$ cat src/design/vic_pkg.sv
// package: register map, field positions, vectors and reset values of the interrupt control unit
package vic_pkg;

  // ----------------------------------------------------------------
  // register map
  // ----------------------------------------------------------------
  localparam logic [7:0] ADDR_CTRL0 = 8'h0b;
  localparam logic [7:0] ADDR_CTRL1 = 8'h1e;
  localparam logic [7:0] CTRL0_RST = 8'h00;
  localparam logic [7:0] CTRL1_RST = 8'h00;

  // ----------------------------------------------------------------
  // field positions, control register 0
  // ----------------------------------------------------------------
  localparam int B_GLOBAL_EN = 0;
  localparam int B_CMP_EN = 1;
  localparam int B_GEXT_EN = 2;
  localparam int B_SEXT_EN = 3;
  localparam int B_CMP_PEND = 4;
  localparam int B_GEXT_PEND = 5;
  localparam int B_SEXT_PEND = 6;

  // ----------------------------------------------------------------
  // field positions, control register 1
  // ----------------------------------------------------------------
  localparam int B_PWM_EN = 0;
  localparam int B_TMRA_EN = 1;
  localparam int B_TMRB_EN = 2;
  localparam int B_PWM_PEND = 4;
  localparam int B_TMRA_PEND = 5;
  localparam int B_TMRB_PEND = 6;

  // ----------------------------------------------------------------
  // sources and vectors
  // ----------------------------------------------------------------
  localparam int NSRC = 6;
  localparam logic [2:0] SRC_NONE = 3'h7;
  localparam logic [7:0] VEC_CMP = 8'h04;
  localparam logic [7:0] VEC_GEXT = 8'h08;
  localparam logic [7:0] VEC_SEXT = 8'h0c;
  localparam logic [7:0] VEC_PWM = 8'h10;
  localparam logic [7:0] VEC_TMRA = 8'h14;
  localparam logic [7:0] VEC_TMRB = 8'h18;

  typedef enum {VIC_IDLE, VIC_ACK} vic_state_t;

endpackage

$ cat src/design/vic_prio.sv
// fixed-priority picker: lowest index wins, returns source index or none
module vic_prio
(
  // requests, index 0 has highest priority
  input wire logic [5:0] req,
  // winner
  output logic [2:0] sel,
  output logic any
);

  always_comb
  begin
    sel = vic_pkg::SRC_NONE;
    any = 1'b0;
    for (int i = vic_pkg::NSRC - 1; i >= 0; i--)
    begin
      if (req[i])
      begin
        sel = 3'(i);
        any = 1'b1;
      end
    end
  end

endmodule // vic_prio

$ cat src/design/vic_ctrl.sv
// interrupt control unit: two control registers, request latching, priority and acknowledge
// ------------------------------------------------------------------
// ------------------------------------------------------------------
module vic_ctrl
(
  // clock and reset
  input wire logic clk,
  input wire logic nrst,
  // register port
  input wire logic [7:0] addr,
  input wire logic [7:0] wdata,
  input wire logic wr,
  input wire logic rd,
  output logic [7:0] rdata,
  // request sources, pins are asynchronous
  input wire logic comparator_out,
  input wire logic grouped_ext_line_a,
  input wire logic grouped_ext_line_b,
  input wire logic grouped_ext_line_c,
  input wire logic single_ext_line,
  input wire logic [3:0] ext_edge_rising,
  input wire logic pwm_period_tick,
  input wire logic timer_a_overflow,
  input wire logic timer_b_overflow,
  // core sequencer
  input wire logic phase_two_pulse,
  input wire logic interrupt_exit_instruction,
  input wire logic plain_subroutine_exit,
  input wire logic stack_full,
  output logic irq_call,
  output logic [7:0] irq_vector
);

  // ----------------------------------------------------------------
  // control bits
  // ----------------------------------------------------------------
  logic global_irq_enable;
  logic comparator_irq_enable;
  logic grouped_ext_irq_enable;
  logic single_ext_irq_enable;
  logic pwm_period_irq_enable;
  logic timer_a_irq_enable;
  logic timer_b_irq_enable;
  logic [5:0] pend;
  logic [5:0] set_ev;
  logic [5:0] sw_clr;
  logic [5:0] ack_clr;
  logic [5:0] en_vec;
  logic [2:0] win;
  logic win_any;
  logic wr0;
  logic wr1;
  logic take;

  // ----------------------------------------------------------------
  // pin synchronisers and edge detect
  // ----------------------------------------------------------------
  // stage one feeds stage two only; edges are taken between stage two and three
  logic [4:0] sync1;
  logic [4:0] sync2;
  logic [4:0] sync3;
  logic [4:0] pin_in;
  logic [4:0] rise;
  logic [4:0] fall;
  logic [2:0] live;

  assign pin_in = {single_ext_line, grouped_ext_line_c, grouped_ext_line_b, grouped_ext_line_a, comparator_out};

  always_ff @(posedge clk or negedge nrst)
  begin
    if (!nrst)
    begin
      sync1 <= 5'h00;
      sync2 <= 5'h00;
      sync3 <= 5'h00;
      live <= 3'h0;
    end
    else
    begin
      sync1 <= pin_in;
      sync2 <= sync1;
      sync3 <= sync2;
      live <= {live[1:0], 1'b1};
    end
  end

  // edges count only once stage three holds a real sample, so a pin idling high gives no false edge
  assign rise = sync2 & ~sync3 & {5{live[2]}};
  assign fall = ~sync2 & sync3 & {5{live[2]}};

  function automatic logic pick_edge(input logic r, input logic f, input logic up);
    pick_edge = up ? r : f;
  endfunction

  // external lines use a software-chosen edge, index into ext_edge_rising
  always_comb
  begin
    set_ev = 6'h00;
    set_ev[0] = fall[0];
    set_ev[1] = pick_edge(rise[1], fall[1], ext_edge_rising[0]) | pick_edge(rise[2], fall[2], ext_edge_rising[1])
      | pick_edge(rise[3], fall[3], ext_edge_rising[2]);
    set_ev[2] = pick_edge(rise[4], fall[4], ext_edge_rising[3]);
    set_ev[3] = pwm_period_tick;
    set_ev[4] = timer_a_overflow;
    set_ev[5] = timer_b_overflow;
  end

  // ----------------------------------------------------------------
  // register writes
  // ----------------------------------------------------------------
  assign wr0 = wr && (addr == vic_pkg::ADDR_CTRL0);
  assign wr1 = wr && (addr == vic_pkg::ADDR_CTRL1);

  always_comb
  begin
    sw_clr = 6'h00;
    if (wr0)
    begin
      sw_clr[0] = ~wdata[vic_pkg::B_CMP_PEND];
      sw_clr[1] = ~wdata[vic_pkg::B_GEXT_PEND];
      sw_clr[2] = ~wdata[vic_pkg::B_SEXT_PEND];
    end
    if (wr1)
    begin
      sw_clr[3] = ~wdata[vic_pkg::B_PWM_PEND];
      sw_clr[4] = ~wdata[vic_pkg::B_TMRA_PEND];
      sw_clr[5] = ~wdata[vic_pkg::B_TMRB_PEND];
    end
  end

  // software may also set a flag by writing one, as with any register bit
  logic [5:0] sw_set;
  always_comb
  begin
    sw_set = 6'h00;
    if (wr0)
    begin
      sw_set[0] = wdata[vic_pkg::B_CMP_PEND];
      sw_set[1] = wdata[vic_pkg::B_GEXT_PEND];
      sw_set[2] = wdata[vic_pkg::B_SEXT_PEND];
    end
    if (wr1)
    begin
      sw_set[3] = wdata[vic_pkg::B_PWM_PEND];
      sw_set[4] = wdata[vic_pkg::B_TMRA_PEND];
      sw_set[5] = wdata[vic_pkg::B_TMRB_PEND];
    end
  end

  // global enable: exit sets, else acknowledge clears, else software write
  always_ff @(posedge clk or negedge nrst)
  begin
    if (!nrst)
      global_irq_enable <= vic_pkg::CTRL0_RST[vic_pkg::B_GLOBAL_EN];
    else if (interrupt_exit_instruction)
      global_irq_enable <= 1'b1;
    else if (take)
      global_irq_enable <= 1'b0;
    else if (wr0)
      global_irq_enable <= wdata[vic_pkg::B_GLOBAL_EN];
  end

  always_ff @(posedge clk or negedge nrst)
  begin
    if (!nrst)
    begin
      comparator_irq_enable <= vic_pkg::CTRL0_RST[vic_pkg::B_CMP_EN];
      grouped_ext_irq_enable <= vic_pkg::CTRL0_RST[vic_pkg::B_GEXT_EN];
      single_ext_irq_enable <= vic_pkg::CTRL0_RST[vic_pkg::B_SEXT_EN];
    end
    else if (wr0)
    begin
      comparator_irq_enable <= wdata[vic_pkg::B_CMP_EN];
      grouped_ext_irq_enable <= wdata[vic_pkg::B_GEXT_EN];
      single_ext_irq_enable <= wdata[vic_pkg::B_SEXT_EN];
    end
  end

  always_ff @(posedge clk or negedge nrst)
  begin
    if (!nrst)
    begin
      pwm_period_irq_enable <= vic_pkg::CTRL1_RST[vic_pkg::B_PWM_EN];
      timer_a_irq_enable <= vic_pkg::CTRL1_RST[vic_pkg::B_TMRA_EN];
      timer_b_irq_enable <= vic_pkg::CTRL1_RST[vic_pkg::B_TMRB_EN];
    end
    else if (wr1)
    begin
      pwm_period_irq_enable <= wdata[vic_pkg::B_PWM_EN];
      timer_a_irq_enable <= wdata[vic_pkg::B_TMRA_EN];
      timer_b_irq_enable <= wdata[vic_pkg::B_TMRB_EN];
    end
  end

  // ----------------------------------------------------------------
  // pending flags
  // ----------------------------------------------------------------
  // a hardware set in the same cycle as any clear wins, so no event is lost
  always_ff @(posedge clk or negedge nrst)
  begin
    if (!nrst)
      pend <= 6'h00;
    else
      pend <= set_ev | sw_set | (pend & ~sw_clr & ~ack_clr);
  end

  // ----------------------------------------------------------------
  // priority and acknowledge
  // ----------------------------------------------------------------
  assign en_vec = {timer_b_irq_enable, timer_a_irq_enable, pwm_period_irq_enable,
    single_ext_irq_enable, grouped_ext_irq_enable, comparator_irq_enable};

  vic_prio u_prio
  (
    .req(pend & en_vec),
    .sel(win),
    .any(win_any)
  );

  // sampling only on the pulse means anything latched since the last pulse is seen now
  assign take = phase_two_pulse && global_irq_enable && win_any && !stack_full;

  always_comb
  begin
    ack_clr = 6'h00;
    if (take)
      ack_clr[win] = 1'b1;
  end

  function automatic logic [7:0] vec_of(input logic [2:0] s);
    case (s)
      3'h0: vec_of = vic_pkg::VEC_CMP;
      3'h1: vec_of = vic_pkg::VEC_GEXT;
      3'h2: vec_of = vic_pkg::VEC_SEXT;
      3'h3: vec_of = vic_pkg::VEC_PWM;
      3'h4: vec_of = vic_pkg::VEC_TMRA;
      3'h5: vec_of = vic_pkg::VEC_TMRB;
      default: vec_of = 8'h00;
    endcase
  endfunction

  // call pulse and vector: the core pushes the pc itself on the pulse
  always_ff @(posedge clk or negedge nrst)
  begin
    if (!nrst)
    begin
      irq_call <= 1'b0;
      irq_vector <= 8'h00;
    end
    else
    begin
      irq_call <= take;
      if (take)
        irq_vector <= vec_of(win);
    end
  end

  // ----------------------------------------------------------------
  // read port
  // ----------------------------------------------------------------
  always_ff @(posedge clk or negedge nrst)
  begin
    if (!nrst)
      rdata <= 8'h00;
    else if (rd && addr == vic_pkg::ADDR_CTRL0)
      rdata <= {1'b0, pend[2:0], single_ext_irq_enable, grouped_ext_irq_enable,
        comparator_irq_enable, global_irq_enable};
    else if (rd && addr == vic_pkg::ADDR_CTRL1)
      rdata <= {1'b0, pend[5:3], 1'b0, timer_b_irq_enable, timer_a_irq_enable, pwm_period_irq_enable};
    else
      rdata <= 8'h00;
  end

  // ----------------------------------------------------------------
  // checks
  // ----------------------------------------------------------------
  property p_mask;
    @(posedge clk) disable iff (!nrst) !global_irq_enable |=> !irq_call;
  endproperty
  a_mask: assert property (p_mask) else $error("call while masked");

  property p_full;
    @(posedge clk) disable iff (!nrst) stack_full |=> !irq_call;
  endproperty
  a_full: assert property (p_full) else $error("call with stack full");

  property p_sample;
    @(posedge clk) disable iff (!nrst) irq_call |-> $past(phase_two_pulse);
  endproperty
  a_sample: assert property (p_sample) else $error("call off the pulse");

  property p_gie_clr;
    @(posedge clk) disable iff (!nrst) irq_call && !$past(interrupt_exit_instruction) |-> !global_irq_enable;
  endproperty
  a_gie_clr: assert property (p_gie_clr) else $error("global enable kept on acknowledge");

  property p_exit;
    @(posedge clk) disable iff (!nrst) interrupt_exit_instruction |=> global_irq_enable;
  endproperty
  a_exit: assert property (p_exit) else $error("exit did not set global enable");

  property p_ret;
    @(posedge clk) disable iff (!nrst)
      plain_subroutine_exit && !interrupt_exit_instruction && !take && !wr0 |=> $stable(global_irq_enable);
  endproperty
  a_ret: assert property (p_ret) else $error("plain exit changed global enable");

  property p_cmp_first;
    @(posedge clk) disable iff (!nrst) take && pend[0] && comparator_irq_enable |=> irq_vector == vic_pkg::VEC_CMP;
  endproperty
  a_cmp_first: assert property (p_cmp_first) else $error("comparator not first");

  property p_tmrb_vec;
    @(posedge clk) disable iff (!nrst) take && (pend & en_vec) == 6'h20 |=> irq_vector == vic_pkg::VEC_TMRB;
  endproperty
  a_tmrb_vec: assert property (p_tmrb_vec) else $error("wrong timer b vector");

  property p_hold;
    @(posedge clk) disable iff (!nrst) pend[4] && !take && !wr1 |=> pend[4];
  endproperty
  a_hold: assert property (p_hold) else $error("timer a flag dropped");

  property p_tmr_set;
    @(posedge clk) disable iff (!nrst) timer_a_overflow |=> pend[4];
  endproperty
  a_tmr_set: assert property (p_tmr_set) else $error("overflow not latched");

  c_call: cover property (@(posedge clk) disable iff (!nrst) irq_call);
  c_two: cover property (@(posedge clk) disable iff (!nrst) take && $countones(pend & en_vec) > 1);
  c_full: cover property (@(posedge clk) disable iff (!nrst) phase_two_pulse && stack_full && win_any);

endmodule // vic_ctrl

$ cat config.mk
export PLATFORM = sky130hd
export DESIGN_NAME = vic_ctrl
export DESIGN_NICKNAME = d
export VERILOG_FILES = /design/src/design/vic_pkg.sv /design/src/design/vic_prio.sv /design/src/design/vic_ctrl.sv
export SDC_FILE = /design/constraint.sdc
export NUM_CORES = 1
export LEC_CHECK = 0
export BUFFER_PORTS_ARGS = -buffer_cell sky130_fd_sc_hd__buf_2
export CAP_MARGIN = 40
export CORE_MARGIN = 10
export CORE_UTILIZATION = 49
export DETAILED_ROUTE_END_ITERATION = 7
export PLACE_DENSITY = 0.77
export SLEW_MARGIN = 20
export SYNTH_ARGS = -nofsm -noshare
export SYNTH_HDL_FRONTEND = slang
export SYNTH_SLANG_ARGS = --single-unit
$ cat constraint.sdc
create_clock -name clk -period 1.55 [get_ports clk]
set_input_delay 0 -clock clk [delete_from_list [all_inputs] [get_ports clk]]
set_output_delay 0 -clock clk [all_outputs]
set_load 0.05 [all_outputs]
Word level (Yosys, flattened, before mapping)

Cells that the tools add are included.

Output and inout port bits: 17
Input bits: 36
Word-level logic and storage cells: 82
Flip-flop bits (word level): 48

Equality and inequality tests: 7
Magnitude comparators: 2
Bitwise gates (word level): 18
Reductions and logical operators: 11
Muxes and demuxes: 29

Operators by type and width:

| kind                                                                  | number |
|---|---|
| 5-bit case mux with 6 select lines                                    | 1 |
| 3-bit 2-to-1 mux                                                      | 8 |
| 5-bit AND                                                             | 4 |
| 6-bit AND                                                             | 3 |
| 1-bit 2-to-1 mux                                                      | 14 |
| 7-bit 2-to-1 mux                                                      | 2 |
| 6-bit NOT                                                             | 2 |
| 6-bit OR                                                              | 2 |
| 5-bit NOT                                                             | 2 |
| 8-bit by 4-bit equality test with 1-bit output, second input constant | 1 |
| 8-bit by 5-bit equality test with 1-bit output, second input constant | 1 |
| 1-bit logical AND                                                     | 8 |
| 3-bit by 2-bit equality test with 1-bit output, second input constant | 2 |
| 3-bit equality test, second input constant                            | 2 |
| 6-bit 2-to-1 mux                                                      | 1 |
| 3-bit by 4-bit < comparator with 1-bit output, second input constant  | 1 |
| 2-bit 2-to-1 mux                                                      | 2 |
| 1-bit demux with 3-bit select                                         | 1 |
| 3-bit by 1-bit equality test with 1-bit output, second input constant | 1 |
| 3-bit by 1-bit >= comparator with 1-bit output, second input constant | 1 |
| 3-bit logical NOT                                                     | 1 |
| 1-bit NOT                                                             | 3 |
| 3-bit nonzero test                                                    | 1 |
| 1-bit OR                                                              | 2 |
| 1-bit logical NOT                                                     | 1 |

Longest topological paths before layout

Gate-level depths: netlist of the first run.

Depth in word-level cells: 15
Mapped depth: 5
Gate-level depth less buffers: 4

By module

Synthesis of the first run repeated with hierarchy kept, for this count alone.

Cell total of the unflattened synthesis: 134
Area total of the unflattened synthesis: 1745.4 µm²

Modules (own cells, without submodules):

| module   | times used | area each (µm²) | cells an instance |
|---|---|---|---|
| vic_ctrl | 1          | 1696.6          | 126 |
| vic_prio | 1          | 48.8            | 8 |

Worst setup path before layout of the first run

No wires, ideal clock.

Kind: reg-to-reg
Start point: register grouped_ext_irq_enable
End point: register pend[3]
Path slack: 0.262 ns
Data required time: 1.424 ns
Setup time: 0.126 ns
Clock period less this slack: 1.288 ns
Buffers on the path: 0
Arrival: 1.162 ns
Cell stages (with the launch flop): 4
Cells stage by stage: dfrtp_1 -> a22oi_1 -> a31oi_1 -> a221o_1

Cells in the longest elaborated chain, start to end: 11

RTL lines:

| item                                                                                                                                  | line            | RTL |
|---|---|---|
| start, declared                                                                                                                       | vic_ctrl.sv:39  | `logic grouped_ext_irq_enable;` |
| start signal, assigned                                                                                                                | vic_ctrl.sv:168 | `grouped_ext_irq_enable <= vic_pkg::CTRL0_RST[vic_pkg::B_GEXT_EN];` |
| start signal, assigned                                                                                                                | vic_ctrl.sv:174 | `grouped_ext_irq_enable <= wdata[vic_pkg::B_GEXT_EN];` |
| 6-bit AND *                                                                                                                           | vic_ctrl.sv:215 | `.req(pend & en_vec),` |
| 3-bit 2-to-1 mux (2 in a row)                                                                                                         | vic_prio.sv:17  | `if (req[i])` |
| 3-bit by 4-bit < comparator with 1-bit output (implied by the code) or 3-bit by 1-bit >= comparator with 1-bit output (tied branches) | vic_ctrl.sv:227 | `ack_clr[win] = 1'b1;` |
| 1-bit logical AND (implied by the code)                                                                                               | vic_ctrl.sv:227 |  |
| 1-bit 2-to-1 mux (implied by the code)                                                                                                | vic_ctrl.sv:227 |  |
| 1-bit demux with 3-bit select                                                                                                         | vic_ctrl.sv:227 |  |
| 6-bit 2-to-1 mux *                                                                                                                    | vic_ctrl.sv:226 | `if (take)` |
| 6-bit NOT *                                                                                                                           | vic_ctrl.sv:204 | `pend <= set_ev \| sw_set \| (pend & ~sw_clr & ~ack_clr);` |
| 6-bit AND *                                                                                                                           | vic_ctrl.sv:204 |  |
| 6-bit OR *                                                                                                                            | vic_ctrl.sv:204 |  |
| end signal, assigned                                                                                                                  | vic_ctrl.sv:204 |  |
| end, declared                                                                                                                         | vic_ctrl.sv:44  | `logic [5:0] pend;` |

Mark *: on every way between the ends. The rest lies on a longest branch, timed or not.
A chain may end at the register's enable or synchronous reset.

Worst setup path after layout of the first run

Start point: register grouped_ext_irq_enable
End point: register irq_vector[2]

Cells in the longest elaborated chain, start to end: 5

RTL lines:

| item                           | line            | RTL |
|---|---|---|
| 6-bit AND                      | vic_ctrl.sv:215 |  |
| 1-bit 2-to-1 mux (2 in a row)  | vic_prio.sv:17  |  |
| 1-bit logical AND (2 in a row) | vic_ctrl.sv:221 | `assign take = phase_two_pulse && global_irq_enable && win_any && !stack_full;` |
| via take                       | vic_ctrl.sv:53  | `logic take;` |
| end signal, assigned           | vic_ctrl.sv:254 | `irq_vector <= vec_of(win);` |
| end, declared                  | vic_ctrl.sv:31  | `output logic [7:0] irq_vector` |

The timed path passes the listed nets, and every way through them passes these cells.

==> impl_metrics.yaml, run 1 <==
final_layout:
  seqCellArea_um2: 1051
  diodes: 0
  nets: 241
  area_delta_synth_final_pct: 32.21
  layout-drive-gt1-share: 0.3366
  multi_input_area_um2: 578.1
  nFillCells: 267
  fin_util: 0.6701
clock_tree:
  cts_inserted_buffers: 5
  clk_latency_ns: 0.35
  clockBufferDepth: 2
  cts_tree: "done"
  clkSinkCount: 42
  cts_root_buf: "clkbuf_4"
  h-tree-depth: 2
  cts_resized: 0
  clk_pin_slew_ns: 0.11
worst_setup_path:
  worst-path-max-fanout: 6
  crit_required_ns: 1.77
  r2r_cells: 5
  r2r_slack_ns: 0.1
  reg2reg_from: "grouped_ext_irq_enable"
  end_kind: "register"
  cp.arrival_ns: 1.67
  worst-setup-path-type: "register to register"
  startpoint_type: "register"
  cp-startpoint: "grouped_ext_irq_enable"
  crit_path_end: "irq_vector[2]"
  worstReg2RegEnd: "irq_vector[2]"
yosys:
  seq_area_frac_synth: 0.6264
  synthTopCellsByCount: "dfrtp_1, nand2_1"
  synth.distinct_cells: 37
  yosys_register_bits: 42
  synth_edf_count: 0
  synth_async_sr_flop_share: 1.000
  synth_top_area_share: 0.6264
  yosysTopAreaCell: "dfrtp_1"
  syn_avg_cell_area_um2: 12.91
  synth_most_common_cell: "dfrtp_1"
  synthFlopType: "dfrtp_1"
  yosysWarnings: 0
  netlist_instances: 130
  ys_top_cells_by_area: "dfrtp_1, mux2_2, a22o_1"
  synth_area_um2: 1678
global_routing:
  use_met3: 0.04442
  busiest_layer: "met2"
  grt_util_met2: 0.2113
  grt_max_degree: 23
  grt_pass1_wl_um: 6279
  grt_util_met1: 0.1407
  antenna_found_initial: 0
  grt_use_total: 0.1267
  grt-ovfl-total: 0
  first_global_vias: 1353
power:
  p_total_uw: 2130
  seqPwrFrac: 0.570
  power_density_nw_per_um2: 959.9
  p_comb_frac: 0.199
  power_leakage_uw: 0.001062
  swShare: 0.3009
  ir_worst_vdd_v: 0.0006186
  clkPwrFrac: 0.231
  power.internal_uw: 1489
  p_sw_uw: 640.8
place:
  dpl.hpwl_um: 3009
  numPortBuffers: 44
  gp_congestion: 0.9265
detailed_routing:
  wire_per_inst_um: 15.48
  firstDrtPassIters: 4
  drt-vias-per-instance: 5.227
  routed_wl_um: 3886
  postRouteAntennaNets: 0
  drt_iter0_markers: 90
  route.detailed.drc: 0
  vias: 1312
floorplanning:
  row_count: 21
  dieArea_um2: 6165
  fp.dieH_um: 78.52
  die_x_um: 78.52
  initial_core_util: 0.5068
  fp.coreArea_um2: 3311
  io_pins: 53
status:
  status: "finished clean"
sta:
  setup_viol: 0
  hold_violations: 0
  drv_slew: 0
  max_clock_freq_ghz: 0.6893
  min_period_ns: 1.451
  clock_skew_ns: 0.005124
  period_share: 0.9360
min_path:
  hold_class: "input pin to register"
run:
  drv_cap: 0
metrics by stage:
step                setup WS (ns)  setup TNS (ns)  hold slack [ns]  cells  instance area (um^2)
floorplan                  0.2616               0          -0.2956    135                  1697
global placement           0.1189               0         -0.01254    224                  1976
detailed placement        0.05493               0         -0.01742    224                  1976
CTS                       0.03166               0          0.06562    249                  2203
global route            -0.007561       -0.007561          0.09416    251                  2218
finish                    0.09915               0          0.06437    251                  2218
power groups by stage:
stage / Sequential [uW] / Combinational (uW) / Clock, uW
after floorplan: 1330 / 143 / 0
after global placement: 1230 / 372 / 0
after detailed placement: 1240 / 378 / 0
after CTS: 1210 / 414 / 507
after global routing: 1220 / 458 / 551
final: 1210 / 424 / 491
registers in the layout, indices dropped and copies added, names as in the netlist:
signal                  count
rdata                       7
sync3                       5
timer_a_irq_enable          1
sync1                       5
irq_vector                  3
irq_call                    1
single_ext_irq_enable       1
pend                        6
global_irq_enable           1
grouped_ext_irq_enable      1
live                        3
sync2                       5
pwm_period_irq_enable       1
timer_b_irq_enable          1
comparator_irq_enable       1
placed cells by master (no fill, tap or decap), types with 3 or more instances in the layout:
cell and instances:
mux2_2 5, a31oi_1 3, conb_1 7, nor2_1 6
nand2_1 11, a21oi_1 6, a221o_1 3, nand3b_1 3
inv_1 3, a22o_1 6, dlygate4sd3_1 18, buf_4 7
o21ai_0 4, clkbuf_4 5, buf_2 44, dfrtp_1 42
how the worst min path moves through the flow:
stage	start	endpoint	slack, ns	depth (start not counted)
after CTS	ext_edge_rising[3]	pend[2]	0.07	4
final	ext_edge_rising[3]	pend[2]	0.06	4
after floorplan	nrst	comparator_irq_enable	-0.30	0
after global routing	ext_edge_rising[3]	pend[2]	0.09	4
after detailed placement	nrst	sync1[0]	-0.02	1
after global placement	nrst	sync2[0]	-0.01	1
routing by layer:
metal / up-vias / part of all wire
met1: 647 / 0.39
met2: 35 / 0.53
met3: 11 / 0.061
met5: - / 0
li1: 619 / -
met4: 0 / 0.023
kinds of logic (layout without fill, tap and decap cells):
logic type / after synthesis / count (layout) / share of synthesized area
AO/OA/AOI/OAI: 34 / 34 / 0.1499
buffers and inverters: 10 / 80 / 0.04027
flip-flops: 42 / 42 / 0.6264
multiplexers: 6 / 6 / 0.03952
other: 2 / 7 / 0.004476
AND/OR/NAND/NOR: 36 / 36 / 0.1394
repair_timing:
item | 4_1_cts | 5_1_grt
hold buffers | 18 | 0
endpoints found under the setup margin | 0 | 2
setup buffers | 0 | 2
endpoints found under the hold margin | 60 | 0
cell type report:
type | instances | share of cell area
repair buffers | 70 | 0.2132
inverters | 3 | 0.005076
clock inverters | 2 | 0.004512
well taps | 46 | 0.02594
clock buffers | 5 | 0.01692
multi-input cells | 83 | 0.2606
flip-flops and latches | 42 | 0.4738
critical path: stages, from the launching register on:
cell and delay, ns:
dfrtp_1 0.44, a222oi_1 0.39, buf_4 0.18, a31oi_1 0.13, nor2_1 0.12, a41oi_1 0.05
Note: power is estimated with default switching activity, not from simulation.
==> run 2, diff against run 1 <==
CAP_MARGIN = unset   (was 40)
MAX_ROUTING_LAYER = met4   (was unset)
==> impl_metrics.yaml, run 2 (synthesis gave the netlist of run 1 again) <==
status:
  status: "finished clean"
final_layout:
  layout_common_cells: "buf_2, dfrtp_1, dlygate4sd3_1"
  final_common_cell: "buf_2"
  top_regs: "rdata (7), pend (6)"
  nFillCells: 280
  area_delta_synth_final_pct: 34.45
  layout-drive-gt1-share: 0.3510
  diodes: 0
  nets: 243
  largest_reg_flops: 7
  regMostFlops: "rdata"
floorplanning:
  row_count: 21
  fp.coreArea_um2: 3311
  fp.dieH_um: 78.52
  io_pins: 53
  initial_core_util: 0.5068
  die_x_um: 78.52
  dieArea_um2: 6165
global_routing:
  antenna_found_initial: 0
  grt_use_total: 0.1328
  grt_util_met1: 0.1487
  first_global_vias: 1371
  busiest_layer: "met2"
  grt_util_met2: 0.2171
  use_met3: 0.03872
  grt-ovfl-total: 0
  grt_pass1_wl_um: 6403
  grt_max_degree: 43
power:
  power.internal_uw: 1548
  p_sw_uw: 667.5
  p_total_uw: 2215
  seqPwrFrac: 0.547
  power_density_nw_per_um2: 982.0
  ir_worst_vdd_v: 0.0006162
  swShare: 0.3013
  clkPwrFrac: 0.257
  power_leakage_uw: 0.001075
  p_comb_frac: 0.196
sta:
  min_period_ns: 1.426
  max_clock_freq_ghz: 0.7011
  hold_violations: 0
  setup_viol: 0
  rsz0062_at_grt: "no"
  setup_tns_ns: 0
  period_share: 0.9203
  drv_slew: 0
  clock_skew_ns: 0.01006
detailed_routing:
  postRouteAntennaNets: 0
  route.detailed.drc: 0
  drt_iter0_markers: 144
  routed_wl_um: 4001
  wire_per_inst_um: 15.75
  vias: 1314
  drt-vias-per-instance: 5.173
  firstDrtPassIters: 4
min_path:
  hold_class: "input pin to register"
place:
  gp_congestion: 0.8692
  dpl.hpwl_um: 2935
  numPortBuffers: 44
worst_setup_path:
  r2r_slack_ns: 0.12
  cp.arrival_ns: 1.67
  end_kind: "register"
  worst-path-max-fanout: 3
  crit_required_ns: 1.79
  startpoint_type: "register"
  worst-setup-path-type: "register to register"
clock_tree:
  h-tree-depth: 2
  clk_latency_ns: 0.34
  clkSinkCount: 42
  clk_pin_slew_ns: 0.13
  cts_root_buf: "clkbuf_4"
  clockBufferDepth: 2
  cts_inserted_buffers: 5
  cts_tree: "done"
run:
  drv_cap: 0
-- run 2: cell count changes in the layout (fill, tap and decap cells not counted), sizes merged --
cell / before / now
clkinvlp: 0 / 1
clkbuf: 5 / 6
buf: 52 / 54
clkinv: 2 / 1
-- run 2: per-stage QoR --
stage | hold WS (ns) | area [um^2] | worst slack, ns | instances | util
2_1_floorplan | -0.2956 | 1697 | 0.2616 | 135 | -
3_3_place_gp | -0.01756 | 1991 | 0.1219 | 226 | 0.6013
3_5_place_dp | -0.008067 | 1991 | 0.08982 | 226 | 0.6013
4_1_cts | 0.05472 | 2235 | 0.07064 | 252 | 0.6750
5_1_grt | 0.06884 | 2256 | 0.04361 | 254 | 0.6814
6_report | 0.05270 | 2256 | 0.1236 | 254 | 0.6814
-- run 2: path summary, 6_finish.rpt --
path                       cells past startpoint                 end          startpoint
max                                            4             pend[1]            sync2[1]
min                                            4             pend[2]  ext_edge_rising[3]
max in group asynchronous                      3             pend[4]                nrst
min in group asynchronous                      3  timer_b_irq_enable                nrst
min reg2reg                                    0            sync2[0]            sync1[0]
max reg2reg                                    4             pend[1]            sync2[1]
-- run 2: critical path, cell delays in order, from the launching register on --
cell,delay [ns]
dfrtp_1,0.41
and3b_1,0.19
nor4_1,0.27
o211ai_1,0.15
a221o_1,0.31
-- run 2: layout make-up --
| class | instances | area, um^2 | area share |
|---|---|---|---|
| clock buffers | 6 | 51.30 | 0.02274 |
| clock inverters | 2 | 12.51 | 0.005546 |
| inverters | 3 | 11.26 | 0.004992 |
| multi-input cells | 83 | 584.3 | 0.2590 |
| flip-flops and latches | 42 | 1051 | 0.4659 |
| well taps | 46 | 57.56 | 0.02551 |
| repair buffers | 72 | 488.0 | 0.2163 |
-- run 2: power groups by stage --
stage | Clock (uW) | Sequential (uW) | Combinational (uW)
floorplan | 0 | 1330 | 143
global placement | 0 | 1230 | 377
detailed placement | 0 | 1230 | 383
CTS | 583 | 1210 | 419
global route | 626 | 1220 | 464
finish | 569 | 1210 | 434
-- run 2: repair_timing --
item	in CTS	in global routing
endpoints found under the setup margin	0	1
hold buffers	18	0
gates resized for setup	0	1
hold endpoints to repair	60	0
buffers inserted	0	2
-- run 2: layer usage --
layer,part of all wire,wire [um],vias up
li1,-,-,620
met1,0.40,1605,651
met2,0.53,2127,35
met3,0.051,203,8
met4,0.016,65,0
met5,0,0,-
==> run 3, diff against run 2 <==
ABC_AREA = 1   (was unset)
CORE_UTILIZATION = 51   (was 49)
HOLD_SLACK_MARGIN = 0.1   (was unset)
PLACE_DENSITY = 0.78   (was 0.77)
==> impl_metrics.yaml, run 3 <==
status:
  status: "finished clean"
detailed_routing:
  wl_met1_um: 1717
  met2_length_um: 1994
  drt_iter0_markers: 113
  vias: 1565
  postRouteAntennaNets: 0
  route.detailed.drc: 0
  wl_met3_um: 264
  top_layer: "met4"
  drt-vias-per-instance: 4.728
  firstDrtPassIters: 4
  routed_wl_um: 4061
  wire_per_inst_um: 12.27
sta:
  setup_viol: 0
  max_clock_freq_ghz: 0.7486
  setup_tns_ns: 0
  clock_skew_ns: 0.01460
  hold_violations: 0
  slew_headroom: 0.6643
  drv_slew: 0
  period_share: 0.8618
  rsz0062_at_grt: "no"
  hold_ws_ns: 0.1131
  worst_slew_pin_slew_ns: 0.5035
  setup_ws_ns: 0.2142
  min_period_ns: 1.336
final_layout:
  regMostFlops: "rdata"
  nets: 320
  fin_util: 0.7056
  area_delta_synth_final_pct: 30.44
  largest_reg_flops: 7
  design_area_um2: 2429
  top_regs: "rdata (7), pend (6)"
  final_common_cell: "nand2_1"
  diodes: 0
  layout_common_cells: "nand2_1, buf_2, dfrtp_1"
  layout-drive-gt1-share: 0.2386
power:
  power_leakage_uw: 0.001303
  ir_worst_vdd_v: 0.0006233
  power_density_nw_per_um2: 955.0
yosys:
  ys_top_cells_by_area: "dfrtp_1, nand2_1, inv_1"
  synth_top_area_share: 0.5645
  muxShareOfSynthArea: 0
  synth_most_common_cell: "nand2_1"
  synth-compound-area-share: 0.07325
  synthTopCellsByCount: "nand2_1, dfrtp_1, inv_1, nand3_1, nor2_1"
  synth.distinct_cells: 25
  synth-simple-area-share: 0.2728
  netlist_instances: 211
  yosys_register_bits: 42
  synth_top_family_by_area: "simple AND/OR/NAND/NOR gates"
  seq_area_frac_synth: 0.5645
  synth_edf_count: 0
  synthXorXnorAreaFrac: 0
  synthFlopType: "dfrtp_1"
  synth_adder_area_share: 0
  yosysWarnings: 0
  synth_async_sr_flop_share: 1.000
  syn_avg_cell_area_um2: 8.824
  yosysTopAreaCell: "dfrtp_1"
  synth_area_um2: 1862
clock_tree:
  cts_root_buf: "clkbuf_8"
  cts_resized: 0
  cts_inserted_buffers: 5
  clk_latency_ns: 0.30
  cts_tree: "done"
  clockBufferDepth: 2
  clkSinkCount: 42
  h-tree-depth: 2
  clk_pin_slew_ns: 0.08
worst_setup_path:
  crit_required_ns: 1.75
  critPathTopFamily: "simple AND/OR/NAND/NOR gates"
  worstPathBufferInverterCount: 0
  startpoint_type: "register"
  crit_top_cell: "nand2_1"
  path_cells: "nand2_1 > nand2_2 > nor2_4 > nand2_1 > nor2_2 > nand3_1 > nand2_1 > nand2_1"
  worst-path-max-fanout: 4
  end_kind: "register"
  slowest_delay_ns: 0.41
  critPathSlowestCell: "dfrtp_1"
  worst-setup-path-type: "register to register"
  cp.arrival_ns: 1.54
global_routing:
  grt_pass1_wl_um: 6617
  grt_use_total: 0.1333
  grt_max_degree: 43
  grt-ovfl-total: 0
  antenna_found_initial: 0
  first_global_vias: 1518
place:
  dpl.hpwl_um: 3017
  gp_congestion: 0.8341
  place_area_um2: 2121
  numPortBuffers: 44
  place_ws_ns: 0.2360
floorplanning:
  initial_core_util: 0.5409
  row_count: 21
  io_pins: 53
  fp.dieH_um: 80.42
  dieArea_um2: 6467
  die_x_um: 80.42
  fp.coreArea_um2: 3442
run:
  drv_cap: 0
min_path:
  hold_class: "input pin to register"
==> run 3: worst min-delay path, stage by stage <==
cell and delay (ns):
buf_2 0.13, inv_1 0.05, nor2_1 0.09, nand2_1 0.07
nand2_1 0.04
==> run 3: repair_timing <==
action / in CTS / in global routing
setup buffers: 0 / 0
hold endpoints to repair: 61 / 0
hold buffers: 22 / 0
endpoints found under the setup margin: 0 / 0
==> run 3: logic make-up after synthesis <==
family | after synthesis
other cells | 2
buf+inv | 36
flops | 42
simple gates | 108
compound gates | 23
==> run 3: final cells by class <==
cell class / instances / area [um^2]
flip-flops and latches: 42 / 1051
fillers: 290 / 1013
multi-input cells: 138 / 670.6
repair buffers: 67 / 447.9
inverters: 30 / 113.9
clock buffers: 5 / 68.82
well taps: 46 / 57.56
clock inverters: 3 / 18.77
==> run 3: metrics by stage <==
stage          total power, uW  instances
3_3_place_gp              1606        301
3_5_place_dp              1618        301
4_1_cts                   2339        331
6_report                  2319        331
5_1_grt                   2452        331
2_1_floorplan             1497        216
==> run 3: final timing paths <==
path,startpoint,endpoint,slack [ns],depth (start not counted)
max in group asynchronous,nrst,rdata[5],0.91,3
worst max-delay path,comparator_irq_enable,pend[5],0.21,8
worst min-delay path,wr,timer_b_irq_enable,0.11,5
min in group asynchronous,nrst,comparator_irq_enable,0.28,3
worst min register to register,sync1[4],sync2[4],0.35,0
worst max register to register,comparator_irq_enable,pend[5],0.21,8
==> run 3: metal layers <==
layer,global-route usage,up-vias
li1,-,789
met4,0.05986,0
met2,0.2158,46
met3,0.04232,8
met1,0.1465,722
met5,-,-
==> run 3: report_power, final <==
| part | leakage (uW) | internal, uW | switching [uW] |
|---|---|---|---|
| clock network | 0.0000483 | 316 | 366 |
| registers | 0.000496 | 1160 | 36.9 |
| logic | 0.000759 | 150 | 286 |
| total | 0.00130 | 1630 | 689 |
